[config.mk]
export PLATFORM = sky130hd
export DESIGN_NAME = irct_common_ctrl
export DESIGN_NICKNAME = d
export VERILOG_FILES = /design/src/verilog/irct_edge_sync.v /design/src/verilog/irct_common_ctrl.v
export VERILOG_INCLUDE_DIRS = /design/src /design/src/verilog
export SDC_FILE = /design/constraint.sdc
export NUM_CORES = 1
export LEC_CHECK = 0
export BUFFER_PORTS_ARGS = -buffer_cell sky130_fd_sc_hd__buf_2
export CAP_MARGIN = 20
export CORE_MARGIN = 2
export CORE_UTILIZATION = 59
export DETAILED_ROUTE_END_ITERATION = 10
export PLACE_DENSITY = 0.85
export SLEW_MARGIN = 20
export SYNTH_ARGS = -nofsm -noshare
export SYNTH_HDL_FRONTEND = slang
export SYNTH_SLANG_ARGS = --single-unit
export TNS_END_PERCENT = 30
[constraint.sdc]
create_clock -name clk_in -period 4.8 [get_ports clk_in]
set_clock_uncertainty 0.2 [all_clocks]
set_input_delay 0.72 -clock clk_in [delete_from_list [all_inputs] [get_ports clk_in]]
set_output_delay 0.72 -clock clk_in [all_outputs]
set_load 0.005 [all_outputs]
[src/verilog/irct_defines.vh]
// register offsets, field positions, reset values and codes for the counter/timer common control
`ifndef IRCT_DEFINES_VH
`define IRCT_DEFINES_VH
`define IRCT_ADDR_SHARED_CTRL   8'h04
`define IRCT_ADDR_SHORT_CTRL    8'h08
`define IRCT_ADDR_LOAD          8'h0C
`define IRCT_ADDR_CAPTURE       8'h10
`define IRCT_ADDR_STATUS        8'h14
`define IRCT_SC_MODE            7
`define IRCT_SC_SEL             6
`define IRCT_SC_FUNC_HI         5
`define IRCT_SC_FUNC_LO         4
`define IRCT_SC_RISE_FLAG       1
`define IRCT_SC_FALL_FLAG       0
`define IRCT_SHARED_RESET       8'h00
`define IRCT_KC_ENABLE          7
`define IRCT_KC_TIMEOUT_FLAG    5
`define IRCT_KC_CAP_MASK        2
`define IRCT_KC_CNT_MASK        1
`define IRCT_KC_OUT_SEL         0
`define IRCT_SHORT_RESET        8'h00
`define IRCT_LOGIC_AND          2'b00
`define IRCT_LOGIC_OR           2'b01
`define IRCT_LOGIC_NOR          2'b10
`define IRCT_LOGIC_NAND         2'b11
`define IRCT_EDGE_FALL          2'b00
`define IRCT_EDGE_RISE          2'b01
`define IRCT_EDGE_BOTH          2'b10
`define IRCT_COUNT_RELOAD       8'hFF
`define IRCT_LOAD_RESET         8'hFF
`define IRCT_PRESCALE           8'd8
`endif

[src/verilog/irct_edge_sync.v]
// two-flop pin synchroniser with rising and falling edge pulses
`timescale 1ns/10ps
module irct_edge_sync (
    input  wire clk_in,     // core clock
    input  wire rst_in,     // async reset, active high
    input  wire pin_in,     // asynchronous pin
    output wire level_out,  // synchronised level
    output wire rise_out,   // one-cycle pulse on rising edge
    output wire fall_out    // one-cycle pulse on falling edge
);
    reg meta;   // first stage, read only by sync
    reg sync;   // second stage
    reg last;   // previous synchronised level

    // first stage feeds only the second stage to keep metastability contained
    always @(posedge clk_in or posedge rst_in) begin
        if (rst_in) begin
            meta <= 1'b0;
            sync <= 1'b0;
            last <= 1'b0;
        end else begin
            meta <= pin_in;
            sync <= meta;
            last <= sync;
        end
    end

    assign level_out = sync;
    assign rise_out  = sync & ~last;
    assign fall_out  = ~sync & last;
endmodule

[src/verilog/irct_common_ctrl.v]
// common control, capture and timeout logic for the short and long counter/timers
//
// Summary of operation
// capture interrupt when capture mask set
// counter interrupt on short counter timeout
// select bit routes port or counter out
// bit 7 mode, 0 transmit, 1 demod
// transmit bit 6 picks port or combined
// demod bit 6 picks comparator or alternate
// transmit bits 5:4 combine AND/OR/NOR/NAND
// demod bits 5:4 falling/rising/both edges
// capture sets rise or fall status flag
// after capture reload all ones, count down
// zero in demod sets timeout, reload
// interrupt needs flag and mask both set
`timescale 1ns/10ps
`include "irct_defines.vh"
module irct_common_ctrl #(
    parameter PRESCALE = 8      // core clocks per counter tick
) (
    input  wire        clk_in,                // 20 MHz core clock
    input  wire        rst_in,                // async reset, active high
    input  wire        psel_in,               // apb select
    input  wire        penable_in,            // apb access phase
    input  wire        pwrite_in,             // apb direction
    input  wire [7:0]  paddr_in,              // apb byte address
    input  wire [31:0] pwdata_in,             // apb write data
    output wire        pready_out,            // apb ready, always one
    output reg  [31:0] prdata_out,            // apb read data
    output wire        pslverr_out,           // apb error on unmapped address
    input  wire        comparator_input_pin_in, // edge source 0
    input  wire        alternate_input_pin_in,  // edge source 1
    input  wire        port_out_value_in,     // ordinary port value for short pin
    input  wire        shared_port_value_in,  // ordinary port value for shared pin
    input  wire        long_counter_out_in,   // output of the long counter
    output reg         short_counter_out_pin_out, // short counter pin
    output reg         shared_out_pin_out,    // shared output pin
    output reg         irq_out                // interrupt request
);
    reg [7:0] shared_timer_control;  // mode, select, function, edge flags
    reg [7:0] short_counter_control; // enable, timeout flag, masks, out select
    reg [7:0] load_value;            // short counter transmit reload
    reg [7:0] short_counter;         // down counter
    reg       short_counter_out;     // toggling counter waveform
    reg [7:0] rise_capture_byte;     // count captured on rising edge
    reg [7:0] fall_capture_byte;     // count captured on falling edge
    reg [7:0] prescale_count;        // tick divider
    reg       tick;                  // one-cycle counter enable

    wire       cmp_rise, cmp_fall, alt_rise, alt_fall;
    wire       mode_demod = shared_timer_control[`IRCT_SC_MODE];
    wire       in_sel     = shared_timer_control[`IRCT_SC_SEL];
    wire [1:0] func       = shared_timer_control[`IRCT_SC_FUNC_HI:`IRCT_SC_FUNC_LO];
    wire       cnt_en     = short_counter_control[`IRCT_KC_ENABLE];

    wire apb_access = psel_in & penable_in;
    wire apb_write  = apb_access & pwrite_in;

    // decode a byte address into a mapped flag
    function mapped;
        input [7:0] addr;
        begin
            mapped = (addr == `IRCT_ADDR_SHARED_CTRL) | (addr == `IRCT_ADDR_SHORT_CTRL) |
                     (addr == `IRCT_ADDR_LOAD) | (addr == `IRCT_ADDR_CAPTURE) |
                     (addr == `IRCT_ADDR_STATUS);
        end
    endfunction

    assign pready_out  = 1'b1;
    assign pslverr_out = apb_access & ~mapped(paddr_in);

    irct_edge_sync u_cmp (
        .clk_in    (clk_in),
        .rst_in    (rst_in),
        .pin_in    (comparator_input_pin_in),
        .level_out (),
        .rise_out  (cmp_rise),
        .fall_out  (cmp_fall)
    );

    irct_edge_sync u_alt (
        .clk_in    (clk_in),
        .rst_in    (rst_in),
        .pin_in    (alternate_input_pin_in),
        .level_out (),
        .rise_out  (alt_rise),
        .fall_out  (alt_fall)
    );

    // edge source and edge kind, demodulation only
    wire src_rise = in_sel ? alt_rise : cmp_rise;
    wire src_fall = in_sel ? alt_fall : cmp_fall;
    wire cap_rise = mode_demod & src_rise &
                    ((func == `IRCT_EDGE_RISE) | (func == `IRCT_EDGE_BOTH));
    wire cap_fall = mode_demod & src_fall &
                    ((func == `IRCT_EDGE_FALL) | (func == `IRCT_EDGE_BOTH));
    wire timeout  = cnt_en & tick & (short_counter == 8'h00);

    // tick divider; counting at a slower rate keeps capture bytes meaningful
    always @(posedge clk_in or posedge rst_in) begin
        if (rst_in) begin
            prescale_count <= 8'h00;
            tick           <= 1'b0;
        end else if (prescale_count == PRESCALE[7:0] - 8'd1) begin
            prescale_count <= 8'h00;
            tick           <= 1'b1;
        end else begin
            prescale_count <= prescale_count + 8'd1;
            tick           <= 1'b0;
        end
    end

    // short counter: capture reload wins over tick, zero reloads all ones in demod, load value in transmit
    always @(posedge clk_in or posedge rst_in) begin
        if (rst_in) begin
            short_counter     <= `IRCT_COUNT_RELOAD;
            short_counter_out <= 1'b0;
        end else if (!cnt_en) begin
            short_counter     <= mode_demod ? `IRCT_COUNT_RELOAD : load_value;
        end else if (cap_rise | cap_fall) begin
            short_counter     <= `IRCT_COUNT_RELOAD;
        end else if (tick) begin
            if (short_counter == 8'h00) begin
                short_counter     <= mode_demod ? `IRCT_COUNT_RELOAD : load_value;
                short_counter_out <= ~short_counter_out;
            end else begin
                short_counter     <= short_counter - 8'd1;
            end
        end
    end

    // capture bytes take the running count on the chosen edge
    always @(posedge clk_in or posedge rst_in) begin
        if (rst_in) begin
            rise_capture_byte <= 8'h00;
            fall_capture_byte <= 8'h00;
        end else begin
            if (cap_rise)
                rise_capture_byte <= short_counter;
            if (cap_fall)
                fall_capture_byte <= short_counter;
        end
    end

    // control registers; hardware flag sets win over a software clear
    always @(posedge clk_in or posedge rst_in) begin
        if (rst_in) begin
            shared_timer_control  <= `IRCT_SHARED_RESET;
            short_counter_control <= `IRCT_SHORT_RESET;
            load_value            <= `IRCT_LOAD_RESET;
        end else begin
            if (apb_write && paddr_in == `IRCT_ADDR_SHARED_CTRL) begin
                // flags clear by writing one to them
                shared_timer_control[7:2] <= pwdata_in[7:2];
                shared_timer_control[1:0] <= shared_timer_control[1:0] & ~pwdata_in[1:0];
            end
            if (apb_write && paddr_in == `IRCT_ADDR_SHORT_CTRL) begin
                short_counter_control <= {pwdata_in[7:6],
                    short_counter_control[`IRCT_KC_TIMEOUT_FLAG] & ~pwdata_in[5],
                    pwdata_in[4:0]};
            end
            if (apb_write && paddr_in == `IRCT_ADDR_LOAD)
                load_value <= pwdata_in[7:0];
            if (cap_rise)
                shared_timer_control[`IRCT_SC_RISE_FLAG] <= 1'b1;
            if (cap_fall)
                shared_timer_control[`IRCT_SC_FALL_FLAG] <= 1'b1;
            if (timeout)
                short_counter_control[`IRCT_KC_TIMEOUT_FLAG] <= 1'b1;
        end
    end

    // interrupt: flag and mask both required
    wire cap_flag = shared_timer_control[`IRCT_SC_RISE_FLAG] |
                    shared_timer_control[`IRCT_SC_FALL_FLAG];
    wire next_irq = (cap_flag & short_counter_control[`IRCT_KC_CAP_MASK]) |
                    (short_counter_control[`IRCT_KC_TIMEOUT_FLAG] &
                     short_counter_control[`IRCT_KC_CNT_MASK]);

    // combine the two counter outputs in transmit mode
    reg combined;
    always @* begin
        case (func)
            `IRCT_LOGIC_AND: combined = short_counter_out & long_counter_out_in;
            `IRCT_LOGIC_OR:  combined = short_counter_out | long_counter_out_in;
            `IRCT_LOGIC_NOR: combined = ~(short_counter_out | long_counter_out_in);
            default:         combined = ~(short_counter_out & long_counter_out_in);
        endcase
    end

    // registered pin and interrupt outputs
    always @(posedge clk_in or posedge rst_in) begin
        if (rst_in) begin
            short_counter_out_pin_out <= 1'b0;
            shared_out_pin_out        <= 1'b0;
            irq_out                   <= 1'b0;
        end else begin
            short_counter_out_pin_out <= short_counter_control[`IRCT_KC_OUT_SEL] ?
                                         short_counter_out : port_out_value_in;
            // demod mode leaves the shared pin as ordinary port output
            shared_out_pin_out <= (!mode_demod && in_sel) ?
                                  combined : shared_port_value_in;
            irq_out <= next_irq;
        end
    end

    // read data is latched at the end of the setup cycle and stands through the access;
    // a flag set between those two edges shows up on the next read, not this one
    always @(posedge clk_in or posedge rst_in) begin
        if (rst_in) begin
            prdata_out <= 32'h0000_0000;
        end else if (psel_in && !penable_in) begin
            case (paddr_in)
                `IRCT_ADDR_SHARED_CTRL: prdata_out <= {24'h00_0000, shared_timer_control};
                `IRCT_ADDR_SHORT_CTRL:  prdata_out <= {24'h00_0000, short_counter_control};
                `IRCT_ADDR_LOAD:        prdata_out <= {24'h00_0000, load_value};
                `IRCT_ADDR_CAPTURE:     prdata_out <= {16'h0000, fall_capture_byte,
                                                       rise_capture_byte};
                `IRCT_ADDR_STATUS:      prdata_out <= {24'h00_0000, short_counter};
                default:                prdata_out <= 32'h0000_0000;
            endcase
        end
    end
endmodule

==> flow_summary.toml <==
[place]
dp_hpwl_um = 6100
routabilityCongestion = 0.902
port_buffers = 45
pre_cts_ws_ns = 1.95

[die]
start_util_pct = 60.6
rows = 30
die_h_um = 87.3
die_area_um2 = 7620
io_pins = 87
dieWidth_um = 87.3
fp.coreArea_um2 = 6760

[worst_setup_path]
crit_required_ns = 3.88
critPathArrivalTime_ns = 1.65
r2r_end = "short_counter[4]"
worst_setup_path_start_kind = "input port"
ff2ff_setup_slack_ns = 2.59
worstSetupPathType = "input port to primary output"
worstSetupStartpoint = "paddr_in[2]"
reg2reg_from = "short_counter[0]"
crit_path_end = "pslverr_out"
cp_max_fo = 17
reg2reg_depth = 7
critPathCaptureType = "primary output"

[routing]
dr.pass1.iters = 5
ant_nets = 0
via_count = 2953
routed_wl_um = 8660
drtIter0Drc = 232
post-route-drc-count = 0
wire_per_inst_um = 18.1
vias_per_cell = 6.18

[logic_synthesis]
synth_cell_types = 58
synth_compound_area_share_pct = 13.3
avgSynthCellArea_um2 = 11.7
synth-main-ff-cell = "dfrtp_1"
ys_ff_latch = 83
yosys-top-cells-area = "dfrtp_1 41%, dfstp_2 10%, mux2_2 8.8%, mux2i_1 4.2%, buf_4 3.9%"
synthMuxAreaShare_pct = 13.0
seq_area_frac_synth_pct = 51.3
synthAdderAreaFrac_pct = 2.14
synthArstFlopShare_pct = 100
synth_edf_count = 0
yosys.area.top_type = "dfrtp_1"
synth_warnings = 0
syn_inst = 351
synthXorXnorAreaFrac_pct = 1.50
synth_top_area_share_pct = 41.0
synth_simple_gate_area_share_pct = 12.2
synth_top_family_by_area = "compound AO/OA/AOI/OAI gates"
syn-cell-area_um2 = 4090

[layout]
layout_commonest_cell = "dfrtp_1"
layout_common_cells = "67 x dfrtp_1, 45 x buf_2, 32 x mux2_2"
nets = 450
drive_gt1_share_pct = 31.9
area_growth_pct = 8.87
post-route-util_pct = 65.9
num_antenna_cells = 0

[clock_network]
max-clock-path-buffers = 2
cts_tree = "done"
cts-root-buf = "clkbuf_8"
clock_latency_ns = 0.36
postCtsResizedCells = 0
cts.clk_slew.worst_paths_ns = 0.08
cts.htree.levels = 3
clkSinkCount = 83
hold_buffers = 0
cts_made_buffers = 9
post_cts_buffers = 0

[sta]
finalHoldViolations = 0
grt_setup_unrepaired = "no"
fin_ws_ns = 2.23
min_period_ns = 2.57
fmax_mhz = 389
setup_tns_ns = 0
period_share_pct = 53.6
relSlewSlack_pct = 37.5
setup_viol = 0
hold_slack_ns = 0.156
drv_slew = 0
worst_pin_slew_ns = 0.930

[global_route]
grt.total_usage_pct = 24.1
grt_pass1_vias = 2770
gr-total-overflow = 0
antenna_found_initial = 0
grt_max_degree = 44
grt_pass1_wl_um = 13900

[pwr]
powerDensity_nw_per_um2 = 362
p_leak_uw = 0.00218
irDropWorstVdd_v = 0.000215
power.total_uw = 1610

[job]
max_cap_viol_count = 0

[min_path]
hp-class = "flop to flop"

[status]
status = "complete, no violations"
==> final cells by class <==
| cell class | count | area, um2 |
|---|---|---|
| Sequential cell | 83 | 2100 |
| Inverter | 12 | 46.3 |
| Fill cell | 523 | 2300 |
| Clock inverter | 7 | 55.1 |
| Tap cell | 80 | 100 |
| Timing Repair Buffer | 48 | 248 |
| Multi-Input combinational cell | 239 | 1780 |
| Clock buffer | 9 | 124 |
==> where the power goes <==
group | switching, uW | leakage (uW) | internal (uW)
Sequential | 112 | 0.00105 | 776
Combinational | 146 | 0.00105 | 125
Clock | 265 | 0.0000854 | 190
Total | 523 | 0.00218 | 1090
==> critical path, stage by stage <==
cell     delay, ns
buf_2         0.42
nor3_1        0.12
a21oi_1       0.15
a31oi_1       0.09
buf_2         0.13
==> state kept, by name, indices dropped and copies added, names as in the netlist, 8 cells and up <==
signal	cells
shared_timer_control	8
rise_capture_byte	8
prdata_out	16
fall_capture_byte	8
prescale_count	8
short_counter_control	8
short_counter	8
load_value	8
==> cell families after synthesis <==
logic type      after synthesis
compound gates               76
buf+inv                      44
flops                        83
simple gates                 83
xor+xnor                      7
mux                          49
other cells                   2
fa+ha+maj                     7
==> metal layers <==
metal	part of all wire (%)	GRT usage, %	routed length, um	up-vias
li1	-	-	-	1330
met1	43	32.1	3690	1466
met2	48	39.0	4160	136
met3	7.3	5.69	630	21
met4	2.1	8.11	180	0
met5	0	0	0	-
==> Yosys cell counts, types with 5 or more instances <==
cell type and instances:
xnor2_1 6, buf_2 6, buf_4 21, o31ai_1 5, o21ai_0 13, mux2_2 32, nand3_1 6, dfstp_2 16
o22ai_1 10, a22o_1 8, dfrtp_1 67, inv_1 12, nor3_1 5, nand2_1 26, nor2_1 11, a21oi_1 9
ha_1 7, mux2i_1 17
==> worst min path at each step <==
stage	endpoint	cells after the start	startpoint
after global routing	u_alt.level_out	0	u_alt.meta
after floorplan	u_alt.level_out	0	u_alt.meta
after detailed placement	u_alt.level_out	0	u_alt.meta
after global placement	u_alt.level_out	0	u_alt.meta
after CTS	u_alt.level_out	0	u_alt.meta
final	u_alt.level_out	0	u_alt.meta
==> stage by stage <==
step | instance area [um2] | instances
global placement | 4280 | 462
detailed placement | 4280 | 462
finish | 4450 | 478
global route | 4450 | 478
CTS | 4450 | 478
floorplan | 4150 | 366
No activity file was read; power rests on OpenSTA's default activity.
